## config.mk

```make
export PLATFORM = sky130hd
export DESIGN_NAME = otgtc_top
export DESIGN_NICKNAME = d
export VERILOG_FILES = /design/src/core/otgtc_pkg.sv /design/src/core/otgtc_top.sv /design/src/core/otgtc_sync.sv /design/src/core/otgtc_pins.sv
export SDC_FILE = /design/constraint.sdc
export NUM_CORES = 1
export LEC_CHECK = 0
export ABC_AREA = 1
export BUFFER_PORTS_ARGS = -buffer_cell sky130_fd_sc_hd__buf_4
export CORE_MARGIN = 8
export CORE_UTILIZATION = 41
export DETAILED_ROUTE_END_ITERATION = 16
export PLACE_DENSITY = 0.78
export SYNTH_ARGS = -nofsm -noshare
export SYNTH_HDL_FRONTEND = slang
export SYNTH_SLANG_ARGS = --single-unit
```

## constraint.sdc

```tcl
create_clock -name CLK -period 3.4 [get_ports CLK]
set_clock_uncertainty 0.2 [all_clocks]
set_input_delay 0.51 -clock CLK [delete_from_list [all_inputs] [get_ports CLK]]
set_output_delay 0.51 -clock CLK [all_outputs]
set_load 0.05 [all_outputs]
```

## src/core/otgtc_pkg.sv

```systemverilog
package otgtc_pkg;

  // ---------------------------------------------------------------
  // Reset values of control bits
  // ---------------------------------------------------------------
  localparam logic       CTL_RST_VAL      = 1'h0;
  localparam logic [2:0] STAT_RST_VAL     = 3'h0;
  localparam logic [1:0] ID_RST_VAL       = 2'h0;
  localparam logic [3:0] PULL_RST_VAL     = 4'h0;

  // ---------------------------------------------------------------
  // Field positions of the pull resistor control word
  // ---------------------------------------------------------------
  localparam int PULL_DP_UP = 0;
  localparam int PULL_DP_DN = 1;
  localparam int PULL_DM_UP = 2;
  localparam int PULL_DM_DN = 3;

  // ---------------------------------------------------------------
  // Synchroniser depth
  // ---------------------------------------------------------------
  localparam int SYNC_DEPTH = 3;

  // ---------------------------------------------------------------
  // Operating modes
  // ---------------------------------------------------------------
  typedef enum logic [1:0] {
    OTGTC_PUMP_OFF,
    OTGTC_PUMP_DRIVE,
    OTGTC_PUMP_PULLUP,
    OTGTC_PUMP_DISCHARGE
  } otgtc_pump_t;

  typedef enum logic [1:0] {
    OTGTC_MODE_USB_TX,
    OTGTC_MODE_USB_RX,
    OTGTC_MODE_PASS
  } otgtc_path_t;

endpackage

```

## src/core/otgtc_top.sv

```systemverilog
// Notes on behaviour
// - Data pins float when enable low or in pass modes, else driven.
// - Shared pin carries encoded data or plus level.
// - Device is slave only; controller starts accesses.
// - Pump drives, weakly pulls up, or discharges.
// - ID floating, grounded, or resistor clears both.
// - ID status stays valid in suspend.
// - ID switch follows its control bit.
// - Four independent line pull resistors.
// - USB mode uses differential and single-ended paths.
// - Pass or UART modes route levels unencoded.
// - Carkit indication only while audio enabled.
// - Supply-valid low flags a supply fault.
// - Session-end flags supply below end threshold.
// - With both pass bits clear, enable selects direction.
// - Active-low asynchronous reset clears all logic.
`timescale 1ns/1ps
module otgtc_top (
  // Clock and reset
  input  wire logic       CLK,
  input  wire logic       RST,
  input  wire logic       RESET_N,
  // Control bits written by the controller
  input  wire logic       TRANSPARENT_MODE_ENABLE,
  input  wire logic       UART_ENABLE,
  input  wire logic       ENCODED_DATA_USB_MODE,
  input  wire logic       AUDIO_ENABLE,
  input  wire logic       SUSPEND_REQ,
  input  wire logic       ID_GROUND_SWITCH_CTL,
  input  wire logic [3:0] PULL_CTL,
  input  wire logic [1:0] PUMP_CTL,
  // Analogue comparator and detector levels
  input  wire logic       SUPPLY_VALID_CMP,
  input  wire logic       SESSION_VALID_CMP,
  input  wire logic       SESSION_END_CMP,
  input  wire logic       ID_FLOATING_FLAG_CMP,
  input  wire logic       ID_GROUND_CMP,
  input  wire logic       CARKIT_CMP,
  // Digital data pins
  input  wire logic       OE_N,
  input  wire logic       DATA_OR_PLUS_PIN_IN,
  output logic            DATA_OR_PLUS_PIN_OUT,
  output logic            DATA_OR_PLUS_PIN_OE_N,
  input  wire logic       ZERO_OR_MINUS_PIN_IN,
  output logic            ZERO_OR_MINUS_PIN_OUT,
  output logic            ZERO_OR_MINUS_PIN_OE_N,
  // Line transceiver
  input  wire logic       LINE_PLUS_RX,
  input  wire logic       LINE_MINUS_RX,
  output logic            LINE_PLUS_TX,
  output logic            LINE_MINUS_TX,
  output logic            LINE_TX_EN,
  output logic            DIFF_RX_OUT,
  output logic            LINE_DIFF_RX_EN,
  // Analogue controls
  output logic            PUMP_DRIVE_5V,
  output logic            PUMP_PULLUP_3V3,
  output logic            PUMP_DISCHARGE,
  output logic            ID_GROUND_SWITCH,
  output logic            DP_PULLUP,
  output logic            DP_PULLDOWN,
  output logic            DM_PULLUP,
  output logic            DM_PULLDOWN,
  // Status bits read by the controller
  output logic            SUPPLY_FAULT,
  output logic            SESSION_VALID,
  output logic            SESSION_END,
  output logic            ID_FLOATING_FLAG,
  output logic            ID_GROUNDED_FLAG,
  output logic            CARKIT_FLAG
);

  // ---------------------------------------------------------------
  // Reset combine
  // ---------------------------------------------------------------
  logic rst_any;
  assign rst_any = RST | ~RESET_N;

  // ---------------------------------------------------------------
  // Input synchronisers
  // ---------------------------------------------------------------
  logic [6:0] raw_in;
  logic [6:0] syn;

  assign raw_in = {OE_N, CARKIT_CMP, ID_GROUND_CMP, ID_FLOATING_FLAG_CMP,
                   SESSION_END_CMP, SESSION_VALID_CMP, SUPPLY_VALID_CMP};

  genvar gi;
  generate
    for (gi = 0; gi < 7; gi++) begin : g_sync
      otgtc_sync u_sync (
        .clk  (CLK),
        .rst  (rst_any),
        .din  (raw_in[gi]),
        .dout (syn[gi])
      );
    end
  endgenerate

  // ---------------------------------------------------------------
  // Status and control registers
  // ---------------------------------------------------------------
  logic       fault_r,   fault_nxt;
  logic       sessv_r,   sessv_nxt;
  logic       sesse_r,   sesse_nxt;
  logic [1:0] id_r,      id_nxt;
  logic       carkit_r,  carkit_nxt;
  logic       idsw_r,    idsw_nxt;
  logic [3:0] pull_r,    pull_nxt;
  otgtc_pkg::otgtc_pump_t pump_r, pump_nxt;

  always_comb begin
    fault_nxt  = ~syn[0];
    sessv_nxt  = syn[1];
    sesse_nxt  = syn[2];
    // Detector keeps running while suspended
    if (syn[3] && syn[4]) begin
      id_nxt = id_r;
    end else begin
      id_nxt = {syn[4], syn[3]};
    end
    carkit_nxt = AUDIO_ENABLE & syn[5];
    idsw_nxt   = ID_GROUND_SWITCH_CTL;
    pull_nxt   = PULL_CTL;
    pump_nxt   = otgtc_pkg::otgtc_pump_t'(PUMP_CTL);
  end

  always_ff @(posedge CLK or posedge rst_any) begin
    if (rst_any) begin
      fault_r  <= otgtc_pkg::CTL_RST_VAL;
      sessv_r  <= otgtc_pkg::CTL_RST_VAL;
      sesse_r  <= otgtc_pkg::CTL_RST_VAL;
      id_r     <= otgtc_pkg::ID_RST_VAL;
      carkit_r <= otgtc_pkg::CTL_RST_VAL;
      idsw_r   <= otgtc_pkg::CTL_RST_VAL;
      pull_r   <= otgtc_pkg::PULL_RST_VAL;
      pump_r   <= otgtc_pkg::OTGTC_PUMP_OFF;
    end else begin
      fault_r  <= fault_nxt;
      sessv_r  <= sessv_nxt;
      sesse_r  <= sesse_nxt;
      id_r     <= id_nxt;
      carkit_r <= carkit_nxt;
      idsw_r   <= idsw_nxt;
      pull_r   <= pull_nxt;
      pump_r   <= pump_nxt;
    end
  end

  // ---------------------------------------------------------------
  // Pump mode decode, one mode at a time
  // ---------------------------------------------------------------
  always_comb begin
    PUMP_DRIVE_5V   = 1'h0;
    PUMP_PULLUP_3V3 = 1'h0;
    PUMP_DISCHARGE  = 1'h0;
    unique case (pump_r)
      otgtc_pkg::OTGTC_PUMP_OFF:       PUMP_DRIVE_5V   = 1'h0;
      otgtc_pkg::OTGTC_PUMP_DRIVE:     PUMP_DRIVE_5V   = 1'h1;
      otgtc_pkg::OTGTC_PUMP_PULLUP:    PUMP_PULLUP_3V3 = 1'h1;
      otgtc_pkg::OTGTC_PUMP_DISCHARGE: PUMP_DISCHARGE  = 1'h1;
    endcase
  end

  assign ID_GROUND_SWITCH = idsw_r;
  assign DP_PULLUP        = pull_r[otgtc_pkg::PULL_DP_UP];
  assign DP_PULLDOWN      = pull_r[otgtc_pkg::PULL_DP_DN];
  assign DM_PULLUP        = pull_r[otgtc_pkg::PULL_DM_UP];
  assign DM_PULLDOWN      = pull_r[otgtc_pkg::PULL_DM_DN];

  assign SUPPLY_FAULT     = fault_r;
  assign SESSION_VALID    = sessv_r;
  assign SESSION_END      = sesse_r;
  assign ID_FLOATING_FLAG = id_r[0];
  assign ID_GROUNDED_FLAG = id_r[1];
  assign CARKIT_FLAG      = carkit_r;

  // ---------------------------------------------------------------
  // Data path selection
  // ---------------------------------------------------------------
  otgtc_pkg::otgtc_path_t path;
  logic                   pass_mode;

  assign pass_mode = TRANSPARENT_MODE_ENABLE | UART_ENABLE;

  always_comb begin
    if (pass_mode) begin
      path = otgtc_pkg::OTGTC_MODE_PASS;
    end else if (syn[6]) begin
      path = otgtc_pkg::OTGTC_MODE_USB_RX;
    end else begin
      path = otgtc_pkg::OTGTC_MODE_USB_TX;
    end
  end

  otgtc_pins u_pins (
    .path         (path),
    .encoded_mode (ENCODED_DATA_USB_MODE),
    .dat_in       (DATA_OR_PLUS_PIN_IN),
    .zero_in      (ZERO_OR_MINUS_PIN_IN),
    .dat_out      (DATA_OR_PLUS_PIN_OUT),
    .dat_oe_n     (DATA_OR_PLUS_PIN_OE_N),
    .zero_out     (ZERO_OR_MINUS_PIN_OUT),
    .zero_oe_n    (ZERO_OR_MINUS_PIN_OE_N),
    .line_p       (LINE_PLUS_RX),
    .line_m       (LINE_MINUS_RX),
    .tx_p         (LINE_PLUS_TX),
    .tx_m         (LINE_MINUS_TX),
    .tx_en        (LINE_TX_EN)
  );

  // Differential receiver powered down while suspended
  assign LINE_DIFF_RX_EN = ~SUSPEND_REQ & ~pass_mode;
  assign DIFF_RX_OUT     = LINE_DIFF_RX_EN & LINE_PLUS_RX & ~LINE_MINUS_RX;
endmodule

```

## src/core/otgtc_sync.sv

```systemverilog
`timescale 1ns/1ps
module otgtc_sync (
  // Clock and reset
  input  wire logic clk,
  input  wire logic rst,
  // Asynchronous level in, filtered level out
  input  wire logic din,
  output logic      dout
);

  logic [otgtc_pkg::SYNC_DEPTH-1:0] sh_r;
  logic [otgtc_pkg::SYNC_DEPTH-1:0] sh_nxt;
  logic                             dout_r;
  logic                             dout_nxt;

  // ---------------------------------------------------------------
  // Three stages; the level changes once stages two and three agree
  // ---------------------------------------------------------------
  always_comb begin
    sh_nxt   = {sh_r[otgtc_pkg::SYNC_DEPTH-2:0], din};
    dout_nxt = (sh_r[1] == sh_r[2]) ? sh_r[2] : dout_r;
  end

  always_ff @(posedge clk or posedge rst) begin
    if (rst) begin
      sh_r   <= '0;
      dout_r <= otgtc_pkg::CTL_RST_VAL;
    end else begin
      sh_r   <= sh_nxt;
      dout_r <= dout_nxt;
    end
  end

  assign dout = dout_r;

endmodule

```

## src/core/otgtc_pins.sv

```systemverilog
`timescale 1ns/1ps
module otgtc_pins (
  // Path selection
  input  otgtc_pkg::otgtc_path_t path,
  input  wire logic              encoded_mode,
  // Digital data pins
  input  wire logic              dat_in,
  input  wire logic              zero_in,
  output logic                   dat_out,
  output logic                   dat_oe_n,
  output logic                   zero_out,
  output logic                   zero_oe_n,
  // Line side
  input  wire logic              line_p,
  input  wire logic              line_m,
  output logic                   tx_p,
  output logic                   tx_m,
  output logic                   tx_en
);

  // ---------------------------------------------------------------
  // Direction and encoding of the data pins
  // ---------------------------------------------------------------
  always_comb begin
    dat_out   = 1'h0;
    zero_out  = 1'h0;
    dat_oe_n  = 1'h1;
    zero_oe_n = 1'h1;
    tx_p      = 1'h0;
    tx_m      = 1'h0;
    tx_en     = 1'h0;
    unique case (path)
      otgtc_pkg::OTGTC_MODE_USB_TX: begin
        tx_en = 1'h1;
        if (encoded_mode) begin
          tx_p = dat_in & ~zero_in;
          tx_m = ~dat_in & ~zero_in;
        end else begin
          tx_p = dat_in;
          tx_m = zero_in;
        end
      end
      otgtc_pkg::OTGTC_MODE_USB_RX: begin
        dat_oe_n  = 1'h0;
        zero_oe_n = 1'h0;
        if (encoded_mode) begin
          dat_out  = line_p;
          zero_out = ~line_p & ~line_m;
        end else begin
          dat_out  = line_p;
          zero_out = line_m;
        end
      end
      otgtc_pkg::OTGTC_MODE_PASS: begin
        tx_en = 1'h1;
        tx_p  = dat_in;
        tx_m  = zero_in;
      end
      default: begin
        tx_en = 1'h0;
      end
    endcase
  end

endmodule

```

### Word level (Yosys, flattened, before mapping)

Cells that the tools add are included.

* register bits after elaboration: 41
* latch bits: 0
* memory bits (writable): 0
* bits in read-only memories: 0
* input bits: 26
* output and inout bits: 23
* logic and storage cells: 68
* memories: 0

* add/subtract/negate cells: 0
* $mul: 0
* divide/modulo/power cells: 0
* magnitude comparators: 0
* equality and inequality tests: 12
* shift-type cells: 0
* mux-type cells: 14
* bitwise logic cells: 17
* reduce and logical (&&, ||, !) cells: 3

Operators by type and width (number)
* 1-bit 2-to-1 mux: 11
* 1-bit NOT: 8
* 1-bit bitwise AND: 7
* 1-bit equality test: 7
* 2-bit equality test, second input constant: 3
* 2-bit by 1-bit equality test with 1-bit output, second input constant: 2
* 1-bit case mux with 2 select lines: 2
* 2-bit logical NOT: 1
* 2-bit 2-to-1 mux: 1
* 1-bit OR: 2
* 2-bit OR reduction: 1
* 1-bit logical AND: 1

### Depth between registers and ports, before layout

Gate-level depths: netlist (run 1).

* word-level depth: 5
* depth in mapped cells: 4
* mapped depth without buffers: 4

### Modules after synthesis

Synthesis (run 1) repeated with hierarchy kept, for this count alone.

* cells, all modules: 119
* area, all modules: 1358.8 um^2

By module, submodules not included
* otgtc_sync: times used 7, cells an instance 9, area each 120.1 um^2, sequential area each 100.1 um^2
* otgtc_top: times used 1, cells an instance 39, area each 432.9 um^2, sequential area each 325.3 um^2
* otgtc_pins: times used 1, cells an instance 17, area each 85.1 um^2, sequential area each 0.0 um^2

### Worst setup path after synthesis (run 1)

No wires, ideal clock.

* path kind: input to output
* start: input port UART_ENABLE
* end: output port ZERO_OR_MINUS_PIN_OUT
* data arrival time: 1.557 ns
* data required time: 2.690 ns
* path slack: 1.133 ns
* stages on the path: 3
* buffers on the path: 0
* cells stage by stage: nor2_4 > nand2_2 > nor2_1

* word-level cells in the longest chain between the ends: 4

RTL lines
* start, declared: line otgtc_top.sv:25 `input wire logic UART_ENABLE,`
* 1-bit OR: line otgtc_top.sv:184 `assign pass_mode = TRANSPARENT_MODE_ENABLE | UART_ENABLE;`
* 2-bit 2-to-1 mux: line otgtc_top.sv:187 `if (pass_mode) begin`
* 2-bit by 1-bit equality test with 1-bit output: line otgtc_pins.sv:32 `unique case (path)`
* 1-bit 2-to-1 mux: line otgtc_pins.sv:32
* end, declared: line otgtc_top.sv:45 `output logic ZERO_OR_MINUS_PIN_OUT,`

No other way between the ends.

### Worst setup path in the final report (run 1)

* start: register g_sync[6].u_sync.dout_r
* end: output port LINE_MINUS_TX

* word-level cells in the longest chain between the ends: 4
* elaborated cells on any way between the ends: 5
* those cells by class: eq/ne: 1; mux: 3; reduce/logical: 1

RTL lines
* start, declared: line otgtc_sync.sv:13 `logic dout_r;`
* start signal, assigned: line otgtc_sync.sv:27 `dout_r <= otgtc_pkg::CTL_RST_VAL;`
* start signal, assigned: line otgtc_sync.sv:30 `dout_r <= dout_nxt;`
* 1-bit 2-to-1 mux (*): line otgtc_top.sv:189 `end else if (syn[6]) begin`
* 2-bit 2-to-1 mux (*): line otgtc_top.sv:187
* 2-bit equality test / 2-bit logical NOT (equally long branches): line otgtc_pins.sv:32
* 1-bit case mux with 2 select lines (*): line otgtc_pins.sv:32
* end, declared: line otgtc_top.sv:51 `output logic LINE_MINUS_TX,`

Every way passes the cells marked *; elsewhere a longest branch is shown, timed or not.

==> out/metrics.yaml, run 1 <==
cts:
  clockBufferDepth: 2
  cts_hold_buf: 0
  clkTransAtPathRegs_ns: 0.11
  cts-resized-gates: 0
  clock_sinks: 41
  cts_made_buffers: 5
  cts_root_buf: "clkbuf_4"
  postCtsSetupRepairBufs: 0
  clk_latency_ns: 0.33
  cts-htree-levels: 2
  tritoncts: "built"
detailed_routing:
  first_iter_violations: 19
  final_antenna_net_count: 0
  routed_wl_mm: 2.442
  routedWlPerCell_um: 13.20
  first_pass_iters: 2
  drcViolationCount: 0
  viasPerCell: 4.411
  vias: 816
cells_and_area:
  register_area_um2: 1026
  fin_nets: 167
  diodes: 0
  multiInputGateArea_um2: 198.9
  area_growth_pct: 35.82
  design_area_um2: 1755
  drive_above_1_share: 0.4681
  fill_cells: 254
worst_setup_path:
  cp_slowest_cell: "dfrtp_1"
  rr_worst_depth: 1
  r2r_setup_slack_ns: 2.37
  critPathRequiredTime_ns: 2.69
  crit_path_end_kind: "output port"
  cpPeakStageDelay_ns: 0.42
  crit_path_max_fanout: 3
  start_kind: "flip-flop"
  cp.arrival_ns: 1.20
  crit_chain: "inv_1 -> a21oi_2 -> nor2_1 -> buf_4"
  r2r_start: "g_sync[6].u_sync.dout"
  r2r_end: "g_sync[6].u_sync.dout"
  path_class: "flip-flop to output port"
sta:
  max-slew-margin-rel: 0.3117
  fmax_mhz: 524.2
  period_share: 0.5611
  rsz0062_at_grt: "false"
  finalHoldViolCount: 0
  hold_ws_ns: 0.07077
  period_needed_ns: 1.908
  worst_slew_pin_slew_ns: 1.030
  fin_setup_tns_ns: 0
  slew_violations: 0
  finalSetupViolCount: 0
logic_synthesis:
  async_reset_ff_frac: 1.000
  syn_area_um2: 1292
  synth_edf_count: 0
  synth_most_common_cell: "dfrtp_1"
  synth_ff_type: "dfrtp_1"
  synth_common_cells: "dfrtp_1 (41), inv_1 (16), nor2_1 (8), maj3_2 (7), nand2_1 (5)"
  ys_ff_latch: 41
  synth_top_area_frac: 0.7938
  yosysWarnings: 0
  synth_area_leaders: "dfrtp_1 (79%), maj3_2 (6.1%), inv_1 (4.6%)"
  yosysUniqueCellTypes: 14
  syn-instance-count: 88
  synth_top_area_cell: "dfrtp_1"
  synth_nets: 114
  synth.yosys.seq_area_share: 0.7938
  synth.avg_cell_area_um2: 14.69
global_route:
  grt_antenna_before_repair: 0
  grt_max_degree: 42
  grt_pass1_vias: 952
  track_usage: 0.1042
  grt_pass1_wl_mm: 4.091
  grt_overflow: 0
placed_design:
  gp_congestion: 0.8487
  placed_area_um2: 1700
  port_buffers: 48
  hpwl_mm: 1.926
floorplan:
  start_util: 0.4269
  fp.dieArea_um2: 5205
  dieWidth_um: 72.15
  core_area_um2: 3028
  ios: 49
  rows: 20
  die_h_um: 72.15
hold_path:
  holdPathStages: 1
  hp-start: "ID_GROUND_CMP"
  hold_end: "g_sync[4].u_sync.sh_r[0]"
  hold_class: "input port to flip-flop"
power:
  cellPowerDensity_nw_per_um2: 526.4
  vdd_drop_max_uv: 313.3
  power_leakage_nw: 0.9255
outcome:
  status: "finished, final reports clean"
job:
  max-cap-violations: 0
==> flip-flops by register name (all words and copies together), names as in the netlist <==
signal,flops
g_sync.u_sync.sh_r,21
g_sync.u_sync.dout,7
pull_r,4
id_r,2
pump_r,2
CARKIT_FLAG,1
ID_GROUND_SWITCH,1
SESSION_END,1
SESSION_VALID,1
SUPPLY_FAULT,1
==> worst max-delay path by stage <==
stage	slack [ns]	end	cells after the start	start
6_report	1.49	LINE_MINUS_TX	4	g_sync[6].u_sync.dout
5_1_grt	1.38	LINE_PLUS_TX	4	g_sync[6].u_sync.dout
4_1_cts	1.46	LINE_MINUS_TX	4	g_sync[6].u_sync.dout
3_5_place_dp	1.50	DIFF_RX_OUT	5	UART_ENABLE
3_3_place_gp	1.55	ZERO_OR_MINUS_PIN_OUT	5	UART_ENABLE
2_1_floorplan	0.36	CARKIT_FLAG	2	RESET_N
==> report_power, final <==
group	internal [W]	leakage, nW	switching (W)
Combinational	0.0000546	0.390	0.0000986
Clock	0.0000977	0.0314	0.000138
Sequential	0.000520	0.504	0.0000155
==> final cells by class <==
type	instances	share of cell area
timing repair buffer	48	0.2053
sequential	41	0.5845
clock buffer	7	0.03136
inverter	16	0.03421
tap	44	0.03136
multi-input combinational	29	0.1133
==> metal layers <==
metal | global-route usage | vias to the layer above | wire [um]
met5 | 0 | - | 0
met1 | 0.09052 | 392 | 828
met3 | 0.07989 | 5 | 445
met2 | 0.1635 | 51 | 1115
met4 | 0.06803 | 0 | 53
li1 | - | 368 | -
==> worst max-delay path, delay by kind of cell (launching register included) <==
kind	cells	cell delay [ns]
AOI/OAI and AO/OA	1	0.06
buffers and inverters	2	0.28
DFF	1	0.42
and+or+nand+nor	1	0.10
==> kinds of logic (layout without fill, tap and decap cells) <==
kind of cell	after synthesis	in the layout	synth area share
simple gates	16	16	0.05906
fa+ha+maj	7	7	0.06099
buf+inv	18	71	0.05808
compound gates	6	6	0.02807
flops	41	41	0.7938
==> stage by stage <==
stage / utilization / worst slack (ns) / instances / power, W
after floorplan: - / 0.3568 / 88 / 0.0006374
after global placement: 0.5616 / 1.548 / 178 / 0.0006950
after detailed placement: 0.5616 / 1.500 / 178 / 0.0007015
after CTS: 0.5798 / 1.459 / 185 / 0.0009372
after global routing: 0.5798 / 1.377 / 185 / 0.0009673
final: 0.5798 / 1.492 / 185 / 0.0009241
==> cells in the final DEF (no fill, tap or decap) <==
cell      instances
nor2_4            2
o21a_1            1
a21oi_1           2
o21ai_0           1
inv_1            16
clkbuf_4          5
nor2_1            7
maj3_2            7
buf_4            48
clkbuf_8          1
a21oi_2           1
nand2_1           5
o21ai_1           1
dfrtp_1          41
nand2_2           1
nor3_2            1
clkbuf_1          1
No activity file was read; power rests on OpenSTA's default activity.
==> inputs of run 2 (changes only) <==
--- a/config.mk
+++ b/config.mk
@@ -5,7 +5,7 @@
 export SDC_FILE = /design/constraint.sdc
 export NUM_CORES = 1
 export LEC_CHECK = 0
-export ABC_AREA = 1
+export ABC_AREA = 0
 export BUFFER_PORTS_ARGS = -buffer_cell sky130_fd_sc_hd__buf_4
 export CORE_MARGIN = 8
 export CORE_UTILIZATION = 41
==> constraint.sdc (replaced) <==
create_clock -name CLK -period 2 [get_ports CLK]
set_clock_uncertainty 0.2 [all_clocks]
set_input_delay 0.3 -clock CLK [delete_from_list [all_inputs] [get_ports CLK]]
set_output_delay 0.3 -clock CLK [all_outputs]
set_load 0.05 [all_outputs]
==> run 2 against run 1 <==
Compared with the run above:
- die area fell by 1.4%
- non-clock buffer count increased by 18
- flip-flop and latch count did not move
- sequential power increased by 70%
- worst setup slack got worse by 1.4 ns
- synthesized area down 1.8%
- critical path type unchanged
==> out/metrics.yaml, run 2 <==
outcome:
  status: "finished, final reports clean"  # unchanged
floorplan:
  fp.dieArea_um2: 5130  # was 5205 um2
  start_util: 0.4225  # was 0.4269
  die_h_um: 71.63  # was 72.15 um
  core_area_um2: 3003  # was 3028 um2
  rows: 20  # unchanged
  ios: 49  # unchanged
  dieWidth_um: 71.63  # was 72.15 um
hold_path:
  hold_end: "g_sync[4].u_sync.sh_r[1]"  # was g_sync[4].u_sync.sh_r[0]
  holdPathStages: 0  # was 1
  hold_class: "flip-flop to flip-flop"  # was input port to flip-flop
  hp-start: "g_sync[4].u_sync.sh_r[0]"  # was ID_GROUND_CMP
sta:
  fmax_mhz: 533.6
  max-slew-margin-rel: 0.6578  # was 0.3117
  worst_slew_pin_slew_ns: 0.5122  # was 1.030 ns
  finalHoldViolCount: 0  # unchanged
  period_share: 0.9370
  fin_setup_tns_ns: 0  # unchanged
  rsz0062_at_grt: "false"  # unchanged
  finalSetupViolCount: 0  # unchanged
  slew_violations: 0  # unchanged
  period_needed_ns: 1.874
logic_synthesis:
  synth_nets: 99  # was 114
  yosysWarnings: 0  # unchanged
  yosysUniqueCellTypes: 19  # was 14
  syn_area_um2: 1269  # was 1292 um2
  ys_ff_latch: 41  # unchanged
  synth.avg_cell_area_um2: 17.38  # was 14.69 um2
  synth_top_area_frac: 0.8087  # was 0.7938
  syn-instance-count: 73  # was 88
  synth_ff_type: "dfrtp_1"  # unchanged
  synth.yosys.seq_area_share: 0.8087  # was 0.7938
  synth_most_common_cell: "dfrtp_1"  # unchanged
  synth_edf_count: 0  # unchanged
  synth_top_area_cell: "dfrtp_1"  # unchanged
  synth_common_cells: "dfrtp_1 (41), maj3_1 (7), inv_1 (3), nor2b_1 (3)"  # was dfrtp_1 (41), inv_1 (16), nor2_1 (8), maj3_2 (7), nand2_1 (5)
  synth_area_leaders: "dfrtp_1 (81%), maj3_1 (5.5%), nor2b_1 (1.5%)"  # was dfrtp_1 (79%), maj3_2 (6.1%), inv_1 (4.6%)
  async_reset_ff_frac: 1.000  # unchanged
worst_setup_path:
  critPathRequiredTime_ns: 1.50  # was 2.69 ns
  path_buf_inv: 1  # was 2
  r2r_end: "g_sync[6].u_sync.dout"  # unchanged
  cp.arrival_ns: 1.37  # was 1.20 ns
  path_class: "flip-flop to output port"  # unchanged
  crit_path_max_fanout: 6  # was 3
  cp_slowest_cell: "dfrtp_1"  # unchanged
  crit_path_end_kind: "output port"  # unchanged
  r2r_setup_slack_ns: 0.87  # was 2.37 ns
  crit_chain: "nor4b_2 -> a22o_1 -> buf_4"  # was inv_1 -> a21oi_2 -> nor2_1 -> buf_4
  cpPeakStageDelay_ns: 0.45  # was 0.42 ns
  start_kind: "flip-flop"  # unchanged
  rr_worst_depth: 1  # unchanged
  path_delay_family: "flip-flops"  # unchanged
  r2r_start: "g_sync[6].u_sync.dout"  # unchanged
power:
  seqPwrFrac: 0.523  # was 0.579
  combinationalPowerShare: 0.164  # was 0.166
  sw_frac_of_total: 0.2535  # was 0.2726
  pwr-share-clk: 0.313  # was 0.255
  vdd_drop_max_uv: 648.6  # was 313.3 uV
  cellPowerDensity_nw_per_um2: 891.8  # was 526.4 nW/um2
  p_sw_w: 0.0004410  # was 0.0002519 W
  power_leakage_nw: 0.9532  # was 0.9255 nW
  p_int_w: 0.001299  # was 0.0006722 W
global_route:
  grt_max_degree: 25  # was 42
  use_met2: 0.1721  # was 0.1635
  grt_overflow: 0  # unchanged
  grt_pass1_vias: 962  # was 952
  use_met1: 0.09380  # was 0.09052
  grt_use_met3: 0.08508  # was 0.07989
  grt_busiest_layer: "met2"  # unchanged
  track_usage: 0.1036  # was 0.1042
  grt_antenna_before_repair: 0  # unchanged
  grt_pass1_wl_mm: 4.146  # was 4.091 mm
cts:
  clkTransAtPathRegs_ns: 0.11  # about the same
  cts_hold_buf: 17  # was 0
  cts-htree-levels: 2  # unchanged
  clockBufferDepth: 2  # unchanged
  tritoncts: "built"  # unchanged
  postCtsSetupRepairBufs: 0  # unchanged
  clk_latency_ns: 0.34  # was 0.33 ns
  cts_made_buffers: 5  # unchanged
  cts-resized-gates: 0  # unchanged
  cts_root_buf: "clkbuf_4"  # unchanged
  clock_sinks: 41  # unchanged
placed_design:
  hpwl_mm: 1.749  # was 1.926 mm
  gp_congestion: 0.7755  # was 0.8487
  port_buffers: 48  # unchanged
detailed_routing:
  first_pass_iters: 2  # unchanged
  vias: 809  # was 816
  routedWlPerCell_um: 13.48  # was 13.20 um
  final_antenna_net_count: 0  # unchanged
  first_iter_violations: 13  # was 19
  routed_wl_mm: 2.400  # was 2.442 mm
  drcViolationCount: 0  # unchanged
  viasPerCell: 4.545  # was 4.411
cells_and_area:
  area_growth_pct: 53.75  # was 35.82%
  fin_util: 0.6496  # was 0.5798
  drive_above_1_share: 0.4276  # was 0.4681
  top_register: "g_sync.u_sync.sh_r"  # unchanged
  diodes: 0  # unchanged
  layout_common_cells: "buf_4 (48), dfrtp_1 (41), dlygate4sd3_1 (17)"  # was buf_4 (48), dfrtp_1 (41), inv_1 (16)
  layout_commonest_cell: "buf_4"  # unchanged
  largest_reg_flops: 21  # unchanged
  fin_nets: 170  # was 167
job:
  max-cap-violations: 0  # unchanged
-- run 2: changes by cell type in the layout (fill, tap and decap cells not counted), moves of 2 or more --
cell | previous run | this run
nor2_1 | 7 | 1
nand2_1 | 5 | 1
a21boi_0 | 0 | 2
and2_1 | 0 | 2
inv_1 | 16 | 3
maj3_1 | 0 | 7
dlygate4sd3_1 | 0 | 17
nor2b_1 | 0 | 2
maj3_2 | 7 | 0
-- run 2: kinds of logic (layout without fill, tap and decap cells) --
group	Yosys count	in the layout	share of synthesized area
and+or+nand+nor	13	13	0.07396
DFF	41	41	0.8087
muxes	1	1	0.007890
AOI/OAI and AO/OA	6	6	0.03352
buffers and inverters	5	77	0.02071
adders and majority gates	7	7	0.05523
-- run 2: power groups by stage --
stage	sequential, W	clock (W)	combinational (W)
after CTS	0.000911	0.000568	0.000289
after global placement	0.000924	0	0.000257
after floorplan	0.000986	0	0.0000905
final	0.000910	0.000545	0.000285
after detailed placement	0.000927	0	0.000262
after global routing	0.000919	0.000598	0.000304
-- run 2: cell type report --
type | instances | area, um2
fillers | 231 | 1052
multi-input cells | 27 | 232.7
repair buffers | 66 | 550.5
clock inverters | 2 | 37.54
well taps | 33 | 41.29
flip-flops and latches | 41 | 1026
inverters | 3 | 11.26
clock buffers | 6 | 51.30
-- run 2: worst max path at each step --
stage | start | endpoint | slack (ns) | depth (start not counted)
floorplan | RESET_N | CARKIT_FLAG | 0.14 | 1
global route | g_sync[6].u_sync.dout | LINE_MINUS_TX | 0.03 | 3
finish | g_sync[6].u_sync.dout | LINE_MINUS_TX | 0.13 | 3
CTS | g_sync[6].u_sync.dout | LINE_MINUS_TX | 0.1 | 3
global placement | ZERO_OR_MINUS_PIN_IN | LINE_MINUS_TX | 0.48 | 4
detailed placement | ZERO_OR_MINUS_PIN_IN | LINE_MINUS_TX | 0.45 | 4
-- run 2: metal layers --
metal  wire (um)  part of all wire
met4          27             0.011
met3         351              0.15
met1         879              0.37
met2        1141              0.48
met5           0                 0
-- run 2: per-stage QoR --
step | setup WS [ns] | instances | total power (W) | area [um2] | hold WS, ns
after detailed placement | 0.4532 | 153 | 0.001189 | 1692 | 0.1347
after global routing | 0.02887 | 178 | 0.001821 | 1951 | 0.1765
final | 0.1260 | 178 | 0.001740 | 1951 | 0.1638
after floorplan | 0.1428 | 73 | 0.001076 | 1280 | 0.1312
after global placement | 0.4822 | 153 | 0.001181 | 1692 | 0.1314
after CTS | 0.09998 | 178 | 0.001768 | 1951 | 0.1640
==> inputs of run 3 (changes only) <==
--- a/config.mk
+++ b/config.mk
@@ -6,11 +6,11 @@
 export NUM_CORES = 1
 export LEC_CHECK = 0
 export ABC_AREA = 0
-export BUFFER_PORTS_ARGS = -buffer_cell sky130_fd_sc_hd__buf_4
 export CORE_MARGIN = 8
 export CORE_UTILIZATION = 41
 export DETAILED_ROUTE_END_ITERATION = 16
-export PLACE_DENSITY = 0.78
+export DONT_BUFFER_PORTS = 1
+export PLACE_DENSITY = 0.64
 export SYNTH_ARGS = -nofsm -noshare
 export SYNTH_HDL_FRONTEND = slang
 export SYNTH_SLANG_ARGS = --single-unit
==> run 3 against run 2 <==
Compared with the run above:
- register-to-register slack got worse by 0.05 ns
- critical path depth fell by 1
- combinational power fell by 54%
- critical endpoint unchanged
- worst setup slack improved by 0.0010 ns
- die area did not move
- largest power group unchanged
==> out/metrics.yaml, run 3 (synthesized netlist as in run 2, its figures left out) <==
cells_and_area:
  top_register: "g_sync.u_sync.sh_r"  # unchanged
  fill_cells: 246  # was 231
  diodes: 0  # unchanged
  area_growth_pct: 25.44  # was 53.75%
  largest_reg_flops: 21  # unchanged
  drive_above_1_share: 0.2136  # was 0.4276
  multiInputGateArea_um2: 235.2  # was 232.7 um2
  layout_commonest_cell: "dfrtp_1"  # was buf_4
  layout_common_cells: "dfrtp_1 (41), dlygate4sd3_1 (17), maj3_1 (7), buf_4 (7), clkbuf_4 (5)"  # was buf_4 (48), dfrtp_1 (41), dlygate4sd3_1 (17)
  fin_nets: 128  # was 170
  fin_util: 0.5300  # was 0.6496
  register_area_um2: 1026  # unchanged
global_route:
  track_usage: 0.09637  # was 0.1036
  grt_pass1_vias: 768  # was 962
  grt_max_degree: 24  # was 25
  grt_antenna_before_repair: 0  # unchanged
  grt_overflow: 0  # unchanged
  grt_pass1_wl_mm: 3.670  # was 4.146 mm
floorplan:
  core_area_um2: 3003  # unchanged
  ios: 49  # unchanged
  start_util: 0.4225  # unchanged
  dieWidth_um: 71.63  # unchanged
  fp.dieArea_um2: 5130  # unchanged
  die_h_um: 71.63  # unchanged
  rows: 20  # unchanged
cts:
  clock_sinks: 41  # unchanged
  clkTransAtPathRegs_ns: 0.11  # about the same
  cts-htree-levels: 2  # unchanged
  cts_made_buffers: 5  # unchanged
  clk_latency_ns: 0.34  # about the same
  tritoncts: "built"  # unchanged
  clockBufferDepth: 2  # unchanged
  cts_root_buf: "clkbuf_4"  # unchanged
  postCtsSetupRepairBufs: 0  # unchanged
hold_path:
  hold_class: "flip-flop to flip-flop"  # unchanged
  hp-start: "g_sync[3].u_sync.sh_r[0]"  # was g_sync[4].u_sync.sh_r[0]
  holdPathStages: 0  # unchanged
  hold_end: "g_sync[3].u_sync.sh_r[1]"  # was g_sync[4].u_sync.sh_r[1]
power:
  combinationalPowerShare: 0.089  # was 0.164
  pwr-share-clk: 0.254  # was 0.313
  p_sw_w: 0.0004184  # was 0.0004410 W
  seqPwrFrac: 0.657  # was 0.523
  sw_frac_of_total: 0.2811  # was 0.2535
  p_int_w: 0.001070  # was 0.001299 W
  power_leakage_nw: 0.7343  # was 0.9532 nW
  vdd_drop_max_uv: 570.5  # was 648.6 uV
  cellPowerDensity_nw_per_um2: 935.1  # was 891.8 nW/um2
sta:
  fmax_mhz: 533.9  # was 533.6 MHz
  fin_setup_tns_ns: 0  # unchanged
  period_needed_ns: 1.873  # was 1.874 ns
  max-slew-margin-rel: 0.6683  # was 0.6578
  period_share: 0.9365  # was 0.9370
  finalSetupViolCount: 0  # unchanged
  finalHoldViolCount: 0  # unchanged
  worst_slew_pin_slew_ns: 0.4966  # was 0.5122 ns
  slew_violations: 0  # unchanged
  rsz0062_at_grt: "false"  # unchanged
worst_setup_path:
  r2r_setup_slack_ns: 0.82  # was 0.87 ns
  rr_worst_depth: 2  # was 1
  cp.arrival_ns: 1.37  # about the same
  crit_path_end_kind: "output port"  # unchanged
  path_class: "flip-flop to output port"  # unchanged
  start_kind: "flip-flop"  # unchanged
  r2r_start: "id_r[1]"  # was g_sync[6].u_sync.dout
  r2r_end: "id_r[1]"  # was g_sync[6].u_sync.dout
  crit_path_max_fanout: 6  # unchanged
  critPathRequiredTime_ns: 1.50  # about the same
  critPathLaunch: "g_sync[6].u_sync.dout"  # unchanged
detailed_routing:
  drcViolationCount: 0  # unchanged
  vias: 657  # was 809
  first_iter_violations: 6  # was 13
  viasPerCell: 4.831  # was 4.545
  first_pass_iters: 2  # unchanged
  routed_wl_mm: 2.135  # was 2.400 mm
  final_antenna_net_count: 0  # unchanged
  routedWlPerCell_um: 15.70  # was 13.48 um
job:
  max-cap-violations: 0  # unchanged
outcome:
  status: "finished, final reports clean"  # unchanged
placed_design:
  port_buffers: 0  # was 48
  hpwl_mm: 1.477  # was 1.749 mm
  gp_congestion: 0.6639  # was 0.7755
==> run 3: power groups by stage <==
stage          combinational (W)  sequential, W  clock (W)
3_3_place_gp            0.000103       0.000994          0
4_1_cts                 0.000133       0.000980   0.000413
2_1_floorplan          0.0000905       0.000986          0
5_1_grt                 0.000145       0.000987   0.000437
3_5_place_dp            0.000107       0.000996          0
6_report                0.000132       0.000978   0.000378
==> run 3: metrics by stage <==
step / cell area, um2 / worst slack, ns / hold slack (ns) / power [W] / instances
3_5_place_dp: 1364 / 0.3603 / 0.09669 / 0.001103 / 111
4_1_cts: 1590 / 0.05041 / 0.1625 / 0.001526 / 136
3_3_place_gp: 1364 / 0.3919 / 0.08270 / 0.001097 / 111
5_1_grt: 1592 / 0.02369 / 0.1647 / 0.001568 / 136
6_report: 1592 / 0.1270 / 0.1591 / 0.001488 / 136
2_1_floorplan: 1280 / 0.1428 / 0.1312 / 0.001076 / 73
==> run 3: area by class of cell <==
type	count	share of cell area
Clock buffer	5	0.02358
Clock inverter	3	0.01101
Inverter	3	0.007075
Multi-Input combinational cell	27	0.1478
Sequential cell	41	0.6447
Tap cell	33	0.02594
Timing Repair Buffer	24	0.1399
==> run 3: how the worst max path moves through the flow <==
| stage | endpoint | slack, ns | cells past startpoint |
|---|---|---|---|
| after floorplan | CARKIT_FLAG | 0.14 | 1 |
| after global placement | LINE_MINUS_TX | 0.39 | 2 |
| after detailed placement | LINE_MINUS_TX | 0.36 | 2 |
| after CTS | LINE_PLUS_TX | 0.05 | 2 |
| after global routing | LINE_MINUS_TX | 0.02 | 2 |
| final | LINE_MINUS_TX | 0.13 | 2 |
==> run 3: timing repair <==
| action | in CTS | in global routing |
|---|---|---|
| hold buffers | 17 | 0 |
| endpoints found under the hold margin | 33 | 0 |
| gates resized for setup | 1 | 1 |
| setup endpoints to repair | 1 | 1 |
==> run 3: metal layers <==
metal,GRT usage,vias to the layer above,wire (um)
li1,-,295,-
met1,0.09256,311,782
met2,0.1326,46,904
met3,0.09066,5,392
met4,0.05442,0,55
met5,0,-,0
==> run 3: worst max-delay path, stage by stage, from the launching register on <==
cell and delay, ns:
dfrtp_1 0.45, nor4b_2 0.23, a22o_2 0.35
